<file path="src/serial_port_consts.svh">
// Constants for the serial port flow control block.
// Assumes inclusion by bare name from design files and the testbench.
`ifndef SERIAL_PORT_FLOW_CONTROL_CONSTS_SVH
`define SERIAL_PORT_FLOW_CONTROL_CONSTS_SVH
`define CLK_HZ 100000000
`define PRT_DELAY_S 2
`define PRT_DELAY_CYC (`CLK_HZ * `PRT_DELAY_S)
`define REG_CTRL 12'h000
`define REG_PCFG 12'h004
`define REG_STAT 12'h008
`define REG_DATA 12'h00c
`define CTRL_RTS_HOLD 0
`define CTRL_MODE_LO 1
`define CTRL_MODE_HI 2
`define CTRL_LOOP 3
`define CTRL_BUSY 4
`define CTRL_READY 5
`define CTRL_DLYGATE 6
`define PCFG_STOP1 0
`define PCFG_PAR_EN 1
`define PCFG_PAR_ODD 2
`define PCFG_BAUD_LO 4
`define PCFG_BAUD_HI 7
`define STAT_BUSY 0
`define STAT_DELAY 1
`define STAT_PENDING 2
`define STAT_RTS 3
`define RESP_OKAY 2'h0
`define RESP_SLVERR 2'h2
`define LF_CHAR 8'h0a
`define BAUD_SEL_BITS 4
`endif

</file>
<file path="src/serial_port_pkg.sv">
// Types for the serial port flow control block.
// Assumes the constants header is compiled alongside.
package serial_port_pkg;
   typedef enum logic [1:0] {
      MODE_BLOCK = 2'h0,
      MODE_FULL = 2'h1,
      MODE_HALF = 2'h3
   } port_mode_t;
   typedef enum logic [2:0] {
      TX_IDLE = 3'h0,
      TX_START = 3'h1,
      TX_DATA = 3'h3,
      TX_PAR = 3'h2,
      TX_STOP = 3'h6
   } tx_state_t;
endpackage

</file>
<file path="src/baud_tick_gen.sv">
// Baud tick generator from a static rate selection.
// Assumes a 100 MHz clock and a quasi-static selection.
`timescale 1ns/1ns
`include "serial_port_consts.svh"
module baud_tick_gen (
   // Clock and reset
   input wire logic ref_clk,
   input wire logic sys_rst,
   // Rate selection and tick
   input wire logic [3:0] baudSel,
   output logic tick
);
   import serial_port_pkg::*;
   typedef struct packed {
      logic [20:0] cnt;
      logic tick;
   } state_t;
   state_t s_q, s_d;

   function automatic logic [20:0] divFor(input logic [3:0] sel);
      logic [31:0] baud;
      baud = 32'd19200;
      case (sel)
         4'h0: baud = 32'd75;
         4'h1: baud = 32'd110;
         4'h2: baud = 32'd150;
         4'h3: baud = 32'd300;
         4'h4: baud = 32'd600;
         4'h5: baud = 32'd1000;
         4'h6: baud = 32'd1200;
         4'h7: baud = 32'd1800;
         4'h8: baud = 32'd2000;
         4'h9: baud = 32'd2400;
         4'ha: baud = 32'd3600;
         4'hb: baud = 32'd4800;
         4'hc: baud = 32'd7200;
         4'hd: baud = 32'd9600;
         default: baud = 32'd19200;
      endcase
      divFor = 21'((`CLK_HZ / baud) - 1);
   endfunction

   always_comb begin
      s_d = s_q;
      s_d.tick = 1'b0;
      if (s_q.cnt >= divFor(baudSel)) begin
         s_d.cnt = 21'h0;
         s_d.tick = 1'b1;
      end else begin
         s_d.cnt = s_q.cnt + 21'h1;
      end
   end

   always_ff @(posedge ref_clk) begin
      if (sys_rst) begin
         s_q <= '0;
      end else begin
         s_q <= s_d;
      end
   end
   assign tick = s_q.tick;
endmodule

</file>
<file path="src/printer_delay.sv">
// Two second printer delay timer, retriggered at end of line.
// Assumes start is a one-cycle pulse from the printer transmitter.
`timescale 1ns/1ns
`include "serial_port_consts.svh"
module printer_delay #(
   parameter int unsigned DELAY_CYC = `PRT_DELAY_CYC
) (
   // Clock and reset
   input wire logic ref_clk,
   input wire logic sys_rst,
   // Control
   input wire logic start,
   output logic active
);
   import serial_port_pkg::*;
   typedef struct packed {
      logic [27:0] cnt;
      logic active;
   } state_t;
   state_t s_q, s_d;

   always_comb begin
      s_d = s_q;
      if (start) begin
         s_d.cnt = 28'(DELAY_CYC - 1);
         s_d.active = 1'b1;
      end else if (s_q.cnt != 28'h0) begin
         s_d.cnt = s_q.cnt - 28'h1;
      end else begin
         s_d.active = 1'b0;
      end
   end

   always_ff @(posedge ref_clk) begin
      if (sys_rst) begin
         s_q <= '0;
      end else begin
         s_q <= s_d;
      end
   end
   assign active = s_q.active;
endmodule

</file>
<file path="src/serial_port_flow_control.sv">
// Serial port flow control: main port RTS, mode and driver select, printer port, aux pass-through.
// Assumes AXI4-Lite master with one access of each kind outstanding, synchronous pins.
// Functional notes
// - Hold option keeps request-to-send at spacing regardless of transmit activity.
// - Transmission option raises request-to-send only while transmitting.
// - Printer stop, parity enable and sense come from separate settings.
// - Printer baud chosen from static selection, 75 to 19200, independent of main.
// - Busy style: spacing level on printer control input withholds printer data.
// - Ready style: marking level on printer control input withholds printer data.
// - Internal printer delay of two seconds for carriage return or line feed; the code starts it on line feed only.
// - Delay starts each time a line is sent and next line begins.
// - Delay blocks printer output only with busy and delay gating both set.
// - Printer delay state is driven on the printer timeout output.
// - Line receive data is forwarded to the auxiliary port, no options.
// - Main port mode is block, full duplex or half duplex.
// - Main data routed through loop or voltage drivers per selection.
// - Stop setting on selects one stop bit, off selects two.
// - Sense on means odd, off even; parity only when enabled.
// - Low request-to-send means terminal receives and accepts computer data.
//
// Added by the designer: register access over AXI4-Lite and the placing of the registers.
`timescale 1ns/1ns
`include "serial_port_consts.svh"
module serial_port_flow_control #(
   parameter int unsigned DELAY_CYC = `PRT_DELAY_CYC
) (
   // Clock and reset
   input wire logic ref_clk,
   input wire logic sys_rst,
   // AXI4-Lite write
   input wire logic [11:0] s_axi_awaddr,
   input wire logic s_axi_awvalid,
   output logic s_axi_awready,
   input wire logic [31:0] s_axi_wdata,
   input wire logic [3:0] s_axi_wstrb,
   input wire logic s_axi_wvalid,
   output logic s_axi_wready,
   output logic [1:0] s_axi_bresp,
   output logic s_axi_bvalid,
   input wire logic s_axi_bready,
   // AXI4-Lite read
   input wire logic [11:0] s_axi_araddr,
   input wire logic s_axi_arvalid,
   output logic s_axi_arready,
   output logic [31:0] s_axi_rdata,
   output logic [1:0] s_axi_rresp,
   output logic s_axi_rvalid,
   input wire logic s_axi_rready,
   // Main port
   input wire logic mainTxActive,
   input wire logic mainTxData,
   output logic mainRxData,
   output logic rtsOut,
   output logic [1:0] mainMode,
   // Line drivers
   output logic voltageSignallingTx,
   input wire logic voltageSignallingRx,
   output logic loopSignallingTx,
   input wire logic loopSignallingRx,
   // Printer and aux ports
   output logic printerTx,
   input wire logic printerCtrl,
   output logic printerTimeout,
   output logic auxTx
);
   import serial_port_pkg::*;

   typedef struct packed {
      logic awTaken;
      logic wTaken;
      logic [11:0] awAddr;
      logic [31:0] wData;
      logic [3:0] wStrb;
      logic bValid;
      logic [1:0] bResp;
      logic rValid;
      logic [31:0] rData;
      logic [1:0] rResp;
      logic awRdy;
      logic wRdy;
      logic arRdy;
      logic [6:0] ctrl;
      logic [7:0] pcfg;
      logic [7:0] txBuf;
      logic pending;
      tx_state_t txState;
      logic [7:0] shiftReg;
      logic [2:0] bitIdx;
      logic parity;
      logic stopLeft;
      logic endOfLine;
      logic startDelay;
      logic rts;
      logic pTx;
      logic mRx;
      logic vTx;
      logic lTx;
      logic aux;
      logic tmo;
      logic [1:0] mode;
   } state_t;
   state_t s_q, s_d;

   logic baudTick;
   logic delayActive;
   logic inhibit;
   logic lineRx;

   function automatic logic [31:0] mergeWord(input logic [31:0] old, input logic [31:0] nw,
                                             input logic [3:0] strb);
      logic [31:0] r;
      r = old;
      for (int i = 0; i < 4; i++) begin
         if (strb[i]) begin
            r[i*8 +: 8] = nw[i*8 +: 8];
         end
      end
      mergeWord = r;
   endfunction

   baud_tick_gen baudGen (
      .ref_clk(ref_clk),
      .sys_rst(sys_rst),
      .baudSel(s_q.pcfg[`PCFG_BAUD_HI:`PCFG_BAUD_LO]),
      .tick(baudTick)
   );

   printer_delay #(.DELAY_CYC(DELAY_CYC)) lineDelay (
      .ref_clk(ref_clk),
      .sys_rst(sys_rst),
      .start(s_q.startDelay),
      .active(delayActive)
   );

   // Marking is logic 1, spacing is logic 0 on the control input
   assign inhibit = (s_q.ctrl[`CTRL_BUSY] && !printerCtrl)
      || (s_q.ctrl[`CTRL_READY] && printerCtrl)
      || (s_q.ctrl[`CTRL_BUSY] && s_q.ctrl[`CTRL_DLYGATE] && delayActive);

   // Receive source follows the driver selection
   assign lineRx = s_q.ctrl[`CTRL_LOOP] ? loopSignallingRx : voltageSignallingRx;

   always_comb begin
      logic [31:0] wordNew;
      logic wrFire;
      logic sendDone;
      wordNew = 32'h0;
      wrFire = 1'b0;
      sendDone = 1'b0;
      s_d = s_q;
      // Write channel
      if (s_axi_awvalid && s_q.awRdy) begin
         s_d.awTaken = 1'b1;
         s_d.awAddr = s_axi_awaddr;
      end
      if (s_axi_wvalid && s_q.wRdy) begin
         s_d.wTaken = 1'b1;
         s_d.wData = s_axi_wdata;
         s_d.wStrb = s_axi_wstrb;
      end
      wrFire = s_q.awTaken && s_q.wTaken;
      if (wrFire) begin
         s_d.awTaken = 1'b0;
         s_d.wTaken = 1'b0;
         s_d.bValid = 1'b1;
         s_d.bResp = `RESP_OKAY;
         case (s_q.awAddr)
            `REG_CTRL: begin
               wordNew = mergeWord({25'h0, s_q.ctrl}, s_q.wData, s_q.wStrb);
               s_d.ctrl = wordNew[6:0];
            end
            `REG_PCFG: begin
               wordNew = mergeWord({24'h0, s_q.pcfg}, s_q.wData, s_q.wStrb);
               s_d.pcfg = wordNew[7:0];
            end
            `REG_DATA: begin
               // Writes while a byte is pending are dropped; poll the pending bit first
               if (!s_q.pending && s_q.wStrb[0]) begin
                  s_d.txBuf = s_q.wData[7:0];
                  s_d.pending = 1'b1;
               end
            end
            `REG_STAT: s_d.bResp = `RESP_OKAY;
            default: s_d.bResp = `RESP_SLVERR;
         endcase
      end
      if (s_q.bValid && s_axi_bready) begin
         s_d.bValid = 1'b0;
      end
      // Read channel
      if (s_axi_arvalid && s_q.arRdy) begin
         s_d.rValid = 1'b1;
         s_d.rResp = `RESP_OKAY;
         case (s_axi_araddr)
            `REG_CTRL: s_d.rData = {25'h0, s_q.ctrl};
            `REG_PCFG: s_d.rData = {24'h0, s_q.pcfg};
            `REG_STAT: s_d.rData = {28'h0, s_q.rts, s_q.pending, delayActive, s_q.txState != TX_IDLE};
            `REG_DATA: s_d.rData = {24'h0, s_q.txBuf};
            default: begin
               s_d.rData = 32'h0;
               s_d.rResp = `RESP_SLVERR;
            end
         endcase
      end
      if (s_q.rValid && s_axi_rready) begin
         s_d.rValid = 1'b0;
      end
      // Printer transmitter
      if (baudTick) begin
         case (s_q.txState)
            TX_IDLE: begin
               if (s_q.pending && !inhibit) begin
                  s_d.shiftReg = s_q.txBuf;
                  s_d.endOfLine = (s_q.txBuf == `LF_CHAR);
                  s_d.pending = 1'b0;
                  s_d.parity = s_q.pcfg[`PCFG_PAR_ODD];
                  s_d.pTx = 1'b0;
                  s_d.txState = TX_START;
               end
            end
            TX_START: begin
               s_d.pTx = s_q.shiftReg[0];
               s_d.parity = s_q.parity ^ s_q.shiftReg[0];
               s_d.shiftReg = {1'b0, s_q.shiftReg[7:1]};
               s_d.bitIdx = 3'h1;
               s_d.txState = TX_DATA;
            end
            TX_DATA: begin
               if (s_q.bitIdx == 3'h0) begin
                  if (s_q.pcfg[`PCFG_PAR_EN]) begin
                     s_d.pTx = s_q.parity;
                     s_d.txState = TX_PAR;
                  end else begin
                     s_d.pTx = 1'b1;
                     s_d.stopLeft = !s_q.pcfg[`PCFG_STOP1];
                     s_d.txState = TX_STOP;
                  end
               end else begin
                  s_d.pTx = s_q.shiftReg[0];
                  s_d.parity = s_q.parity ^ s_q.shiftReg[0];
                  s_d.shiftReg = {1'b0, s_q.shiftReg[7:1]};
                  s_d.bitIdx = s_q.bitIdx + 3'h1;
               end
            end
            TX_PAR: begin
               s_d.pTx = 1'b1;
               s_d.stopLeft = !s_q.pcfg[`PCFG_STOP1];
               s_d.txState = TX_STOP;
            end
            TX_STOP: begin
               if (s_q.stopLeft) begin
                  s_d.stopLeft = 1'b0;
               end else begin
                  sendDone = 1'b1;
                  s_d.txState = TX_IDLE;
               end
            end
            default: s_d.txState = TX_IDLE;
         endcase
      end
      s_d.startDelay = sendDone && s_q.endOfLine;
      // Main port
      s_d.rts = !s_q.ctrl[`CTRL_RTS_HOLD] && mainTxActive;
      case (s_q.ctrl[`CTRL_MODE_HI:`CTRL_MODE_LO])
         2'h1: s_d.mode = MODE_FULL;
         2'h2: s_d.mode = MODE_HALF;
         default: s_d.mode = MODE_BLOCK;
      endcase
      s_d.vTx = s_q.ctrl[`CTRL_LOOP] ? 1'b1 : mainTxData;
      s_d.lTx = s_q.ctrl[`CTRL_LOOP] ? mainTxData : 1'b1;
      s_d.mRx = lineRx;
      s_d.aux = lineRx;
      s_d.tmo = delayActive;
      s_d.awRdy = !s_d.awTaken && !s_d.bValid;
      s_d.wRdy = !s_d.wTaken && !s_d.bValid;
      s_d.arRdy = !s_d.rValid;
   end

   always_ff @(posedge ref_clk) begin
      if (sys_rst) begin
         s_q <= '0;
         s_q.pTx <= 1'b1;
         s_q.vTx <= 1'b1;
         s_q.lTx <= 1'b1;
         s_q.mRx <= 1'b1;
         s_q.aux <= 1'b1;
      end else begin
         s_q <= s_d;
      end
   end

   assign s_axi_awready = s_q.awRdy;
   assign s_axi_wready = s_q.wRdy;
   assign s_axi_bvalid = s_q.bValid;
   assign s_axi_bresp = s_q.bResp;
   assign s_axi_arready = s_q.arRdy;
   assign s_axi_rvalid = s_q.rValid;
   assign s_axi_rdata = s_q.rData;
   assign s_axi_rresp = s_q.rResp;
   assign rtsOut = s_q.rts;
   assign mainMode = s_q.mode;
   assign voltageSignallingTx = s_q.vTx;
   assign loopSignallingTx = s_q.lTx;
   assign mainRxData = s_q.mRx;
   assign printerTx = s_q.pTx;
   assign printerTimeout = s_q.tmo;
   assign auxTx = s_q.aux;
endmodule

</file>
<file path="config.mk">
export PLATFORM = sky130hd
export DESIGN_NAME = serial_port_flow_control
export DESIGN_NICKNAME = d
export VERILOG_FILES = /design/src/serial_port_pkg.sv /design/src/baud_tick_gen.sv /design/src/printer_delay.sv /design/src/serial_port_flow_control.sv
export VERILOG_INCLUDE_DIRS = /design/src
export SDC_FILE = /design/constraint.sdc
export NUM_CORES = 1
export LEC_CHECK = 0
export BUFFER_PORTS_ARGS = -buffer_cell sky130_fd_sc_hd__buf_2
export CORE_MARGIN = 3
export CORE_UTILIZATION = 30
export CTS_BUF_LIST = sky130_fd_sc_hd__clkbuf_2 sky130_fd_sc_hd__clkbuf_4 sky130_fd_sc_hd__clkbuf_8
export DETAILED_ROUTE_END_ITERATION = 7
export PLACE_DENSITY = 0.48
export SKIP_CTS_REPAIR_TIMING = 1
export SYNTH_ARGS = -nofsm -noshare
export SYNTH_HDL_FRONTEND = slang
export SYNTH_SLANG_ARGS = --single-unit
</file>
<file path="constraint.sdc">
create_clock -name ref_clk -period 101.8 [get_ports ref_clk]
set_input_delay 15.27 -clock ref_clk [delete_from_list [all_inputs] [get_ports ref_clk]]
set_output_delay 15.27 -clock ref_clk [all_outputs]
set_load 0.03 [all_outputs]
</file>
==> flow_metrics.py, run 1 <==
metrics = {
    "timing": {
        "worst_pin_slew_ps": 1157,
        "post-route-period-util_pct": 91.98,
        "hold_violations": 0,
        "fmax_mhz": 10.68,
        "fin_ws_ps": 8165,
        "maxSlewViolCount": 0,
        "whs_ps": 453.8,
        "finalCriticalPeriod_ps": 93630,
        "max_slew_margin_pct": 22.69,
        "final.setup.tns_ps": 0,
        "finalSetupViolCount": 0,
        "fin_skew_ps": 25.28,
    },
    "cts": {
        "ctsHtreeMaxLevel": 4,
        "clkSlewWorstSetupHoldPaths_ps": 90,
        "tritoncts": "yes",
        "cts_buffers": 17,
        "clock_sinks": 154,
        "insertion_delay_ps": 480,
        "clockRootBuffer": "clkbuf_8",
        "clockBufferDepth": 2,
    },
    "yosys": {
        "avgSynthCellArea_sq_um": 7.201,
        "netlist.area_leader.share_pct": 14.94,
        "synth_seq_cells": 154,
        "yosysWarnings": 0,
        "post_synth_num_cell_types": 140,
        "synth-edff-count": 0,
        "synth_area_leaders": "ha_1 (15%), dfxtp_1 (9.7%), a21oi_1 (5.6%), nor2_1 (5.4%), xnor2_1 (5.3%)",
        "synthTopCellsByCount": "nor2_1 (457), nand2_1 (434), ha_1 (379)",
        "ys.flop_type": "dfxtp_1",
        "synth_area_leader_cell": "ha_1",
        "syn_inst": 4408,
        "async_reset_ff_share_pct": 0,
        "synth_most_common_cell": "nor2_1",
        "synth_area_sq_mm": 0.03174,
        "ys_seq_area_share_pct": 9.713,
    },
    "die": {
        "die_h_um": 331.3,
        "start_util_pct": 30.45,
        "die-area_sq_mm": 0.1097,
        "io_pins": 122,
        "rows": 118,
        "chipWidth_um": 331.3,
        "fp.coreArea_sq_mm": 0.1042,
    },
    "setup_path": {
        "cp_max_fo": 34,
        "slowest_stage": "o41a_2",
        "cp_common_cell": "o21ai_0",
        "end_kind": "flop",
        "setup.worst_path.start_class": "flop",
        "worst-setup-path-type": "reg2reg",
        "required_ps": 102200,
        "critPathArrivalTime_ps": 94030,
        "max_stage_delay_ps": 590,
    },
    "place": {
        "place_ws_ps": 3735,
        "place_congestion": 0.8503,
        "portBuffers": 68,
        "dp_hpwl_um": 75870,
        "place_area_sq_mm": 0.03331,
    },
    "final_layout": {
        "area_growth_pct": 6.764,
        "n_antenna_cell": 0,
        "stdcell_area_sq_mm": 0.03389,
        "nNetsFinal": 4856,
        "drive_gt1_share_pct": 9.192,
        "fillers": 11408,
    },
    "detailed_routing": {
        "drt_pass1_iterations": 5,
        "routed_via_density": 5.462,
        "wl_um": 97800,
        "final_antenna_net_count": 0,
        "drc": 0,
        "wl_per_cell_um": 16.87,
        "via_count": 31663,
        "drt_first_iter_violations": 1692,
    },
    "worst_hold_path": {
        "worst_hold_path_type": "reg2reg",
    },
    "global_routing": {
        "gr-total-overflow": 0,
        "grt_max_degree": 67,
        "grt_pass1_wl_um": 157500,
        "grt_pass1_vias": 29736,
        "antenna_found_initial": 2,
        "grtUsageTotal_pct": 16.99,
    },
    "outcome": {
        "outcome": "completed",
    },
    "job": {
        "maxCapViolCount": 0,
    },
}
metrics by stage:
step | instances | util (%)
2_1_floorplan | 4433 | -
4_1_cts | 5789 | 32.32
6_report | 5797 | 32.51
3_3_place_gp | 5758 | 31.95
5_1_grt | 5797 | 32.51
3_5_place_dp | 5758 | 31.95
registers in the layout, indices dropped and copies added, names as in the netlist, 2 cells and up, named ones only:
signal	flops
s_axi_rdata	8
lineDelay.s_q	28
s_q	65
mainMode	2
baudGen.s_q	21
worst paths after layout:
path              depth (start not counted)                  from                         end  slack [ps]
setup reg to reg                        445                  flop  baudGen.s_q[16]$_SDFF_PP0_        8170
setup / recovery                        445                  flop  baudGen.s_q[16]$_SDFF_PP0_        8170
hold / removal                            2  s_q[10]$_SDFFE_PP0P_           s_q[9]$_SDFF_PP0_         450
hold reg to reg                           2  s_q[10]$_SDFFE_PP0P_           s_q[9]$_SDFF_PP0_         450
routing by layer:
metal  part of all wire (%)  global-route usage (%)  up-vias
li1                       -                       -    16364
met1                     50                   23.47    14795
met2                     46                   28.81      411
met3                    2.8                   1.384       93
met4                    1.9                   3.455        0
met5                      0                       0        -
cell usage in the layout (no fill, tap or decap), types with 46 or more instances in the layout:
cell	synthesis	layout
o211ai_1	46	46
o21a_1	76	75
mux2i_1	66	64
mux2_2	74	74
a21o_1	156	156
buf_2	14	67
nor3_1	113	110
ha_1	379	379
nand2_1	434	431
o21ai_0	268	267
xor2_1	88	88
o31ai_1	92	91
buf_4	53	58
nor2_1	457	453
inv_1	145	141
and2_1	73	73
nand2b_1	126	126
and3_1	51	50
xnor2_1	191	191
a21oi_1	355	353
dfxtp_1	154	153
nand3_1	130	129
area by class of cell:
type | count | area, sq um | share of cell area (%)
clock inverter | 10 | 106.4 | 0.3138
tap | 1380 | 1727 | 5.095
multi-input combinational | 3956 | 27350 | 80.71
timing repair buffer | 126 | 782.0 | 2.308
clock buffer | 21 | 270.3 | 0.7975
sequential | 154 | 3087 | 9.108
inverter | 150 | 564.3 | 1.665
worst max-delay path, delay by kind of cell, from the launching register on:
| family | cells | cell delay, ps |
|---|---|---|
| compound gates | 231 | 49690 |
| simple gates | 153 | 26440 |
| fa+ha+maj | 32 | 10380 |
| buf+inv | 21 | 4260 |
| mux | 6 | 1800 |
| flops | 1 | 400 |
| xor+xnor | 2 | 370 |
logic make-up after synthesis:
kind of cell               synth area share (%)
adders and majority gates                 14.94
DFF                                       9.713
buffers and inverters                     4.919
AOI/OAI and AO/OA                         30.48
xor gates and xnor gates                  7.821
and+or+nand+nor                           26.84
muxes                                     5.274
other                                   0.01181
Power of run 1 is not shown: default switching activity piles up to over one toggle a cycle in this logic, so the estimate is an artifact.
==> inputs of run 2 (changes only) <==
Settings changed: CORE_UTILIZATION 30 to 50, PLACE_DENSITY 0.48 to 0.7.
==> run 2 against run 1 <==
Net effect: worst hold slack got worse by 9.2 ps; global-route usage increased by 8.3 points; first-iteration DRC count rose by 40%; worst setup slack improved by 410 ps; wire length decreased by 10%; highest routed layer unchanged.
==> flow_metrics.py, run 2 (same netlist as run 1, synthesis figures left out) <==
metrics = {
    "final_layout": {
        "largest_reg_flops": 65,
        "nNetsFinal": 4855,
        "stdcell_area_sq_mm": 0.03325,
        "regMostFlops": "s_q",
        "n_antenna_cell": 0,
        "layout_commonest_cell": "nor2_1",
        "final_cell_mix": "nor2_1 (452), nand2_1 (431), ha_1 (378)",
        "area_growth_pct": 4.750,
        "reg.largest.list": "s_q (65), lineDelay.s_q (28), baudGen.s_q (21)",
        "drive_gt1_share_pct": 9.214,
    },
    "global_routing": {
        "grtUsageTotal_pct": 25.28,
        "grt_pass1_vias": 29152,
        "antenna_found_initial": 0,
        "grt_max_degree": 79,
        "grt_pass1_wl_um": 144500,
        "gr-total-overflow": 0,
    },
    "timing": {
        "fmax_mhz": 10.73,
        "fin_ws_ps": 8576,
        "finalCriticalPeriod_ps": 93220,
        "final.setup.tns_ps": 0,
        "post-route-period-util_pct": 91.58,
        "hold_violations": 0,
        "maxSlewViolCount": 0,
        "finalSetupViolCount": 0,
        "fin_skew_ps": 17.81,
        "worst_pin_slew_ps": 1082,
        "max_slew_margin_pct": 27.58,
    },
    "detailed_routing": {
        "routed_via_density": 6.113,
        "wl_met1_um": 42760,
        "route.met3.wl_um": 4334,
        "via_count": 32118,
        "top_layer": "met4",
        "drc": 0,
        "wl_per_cell_um": 16.67,
        "drt_pass1_iterations": 6,
        "wl_met2_um": 38880,
        "final_antenna_net_count": 0,
        "drt_first_iter_violations": 2364,
        "wl_um": 87590,
    },
    "setup_path": {
        "cp_common_cell": "o21ai_0",
        "critPathArrivalTime_ps": 93630,
        "setup.worst_path.start_class": "flop",
        "cp_max_fo": 37,
        "worst-setup-path-type": "reg2reg",
        "slowest_stage": "o41a_2",
        "max_stage_delay_ps": 590,
        "end_kind": "flop",
        "required_ps": 102200,
    },
    "cts": {
        "cts_buffers": 17,
        "clockBufferDepth": 2,
        "clkSlewWorstSetupHoldPaths_ps": 100,
        "ctsHtreeMaxLevel": 4,
        "clockRootBuffer": "clkbuf_8",
        "clock_sinks": 154,
        "insertion_delay_ps": 470,
        "tritoncts": "yes",
    },
    "die": {
        "start_util_pct": 50.97,
        "die-area_sq_mm": 0.06654,
        "io_pins": 122,
        "chipWidth_um": 258.0,
        "rows": 91,
        "die_h_um": 258.0,
        "fp.coreArea_sq_mm": 0.06228,
    },
    "worst_hold_path": {
        "worst_hold_path_type": "reg2reg",
    },
    "place": {
        "place_congestion": 0.9158,
        "place_ws_ps": 5257,
        "place_area_sq_mm": 0.03260,
        "portBuffers": 68,
        "dp_hpwl_um": 67140,
    },
    "outcome": {
        "outcome": "completed",
    },
    "job": {
        "maxCapViolCount": 0,
    },
}
run 2: cell count changes in the layout (fill, tap and decap cells not counted), sizes merged:
cell | before | now
clkinvlp | 4 | 2
clkinv | 4 | 7
buf | 126 | 125
run 2: critical path: cells and delay by family (launching register included):
kind / cells / cell delay, ps
multiplexers: 8 / 2550
adder cells (fa/ha/maj): 32 / 10470
buffers and inverters: 22 / 5050
AND/OR/NAND/NOR: 152 / 25490
XOR/XNOR: 2 / 380
AO/OA/AOI/OAI: 229 / 48500
flip-flops: 1 / 430
run 2: area by class of cell:
type,instances,area (sq um)
Inverter,150,571.8
Timing Repair Buffer,125,770.7
Fill cell,6167,29030
Clock buffer,21,282.8
Tap cell,837,1047
Multi-Input combinational cell,3956,27360
Sequential cell,154,3087
Clock inverter,11,131.4
run 2: metal layers:
metal | up-vias | global-route usage, %
li1 | 16362 | -
met2 | 767 | 41.30
met3 | 120 | 2.059
met1 | 14869 | 36.38
met5 | - | 0
met4 | 0 | 4.886
run 2: worst paths after layout:
path	startpoint	end	slack (ps)	depth (start not counted)
setup / recovery	flop	baudGen.s_q[13]$_SDFF_PP0_	8580	445
hold / removal	s_q[10]$_SDFFE_PP0P_	s_q[9]$_SDFF_PP0_	440	2
setup reg to reg	flop	baudGen.s_q[13]$_SDFF_PP0_	8580	445
hold reg to reg	s_q[10]$_SDFFE_PP0P_	s_q[9]$_SDFF_PP0_	440	2
run 2: metrics by stage:
| step | instances | hold slack, ps | util, % |
|---|---|---|---|
| 6_report | 5254 | 444.6 | 53.39 |
| 5_1_grt | 5254 | 469.9 | 53.39 |
| 4_1_cts | 5243 | 448.9 | 53.01 |
| 3_5_place_dp | 5211 | 436.8 | 52.34 |
| 3_3_place_gp | 5211 | 435.9 | 52.34 |
| 2_1_floorplan | 4433 | 401.2 | - |
Power of run 2 is left out for the same reason.
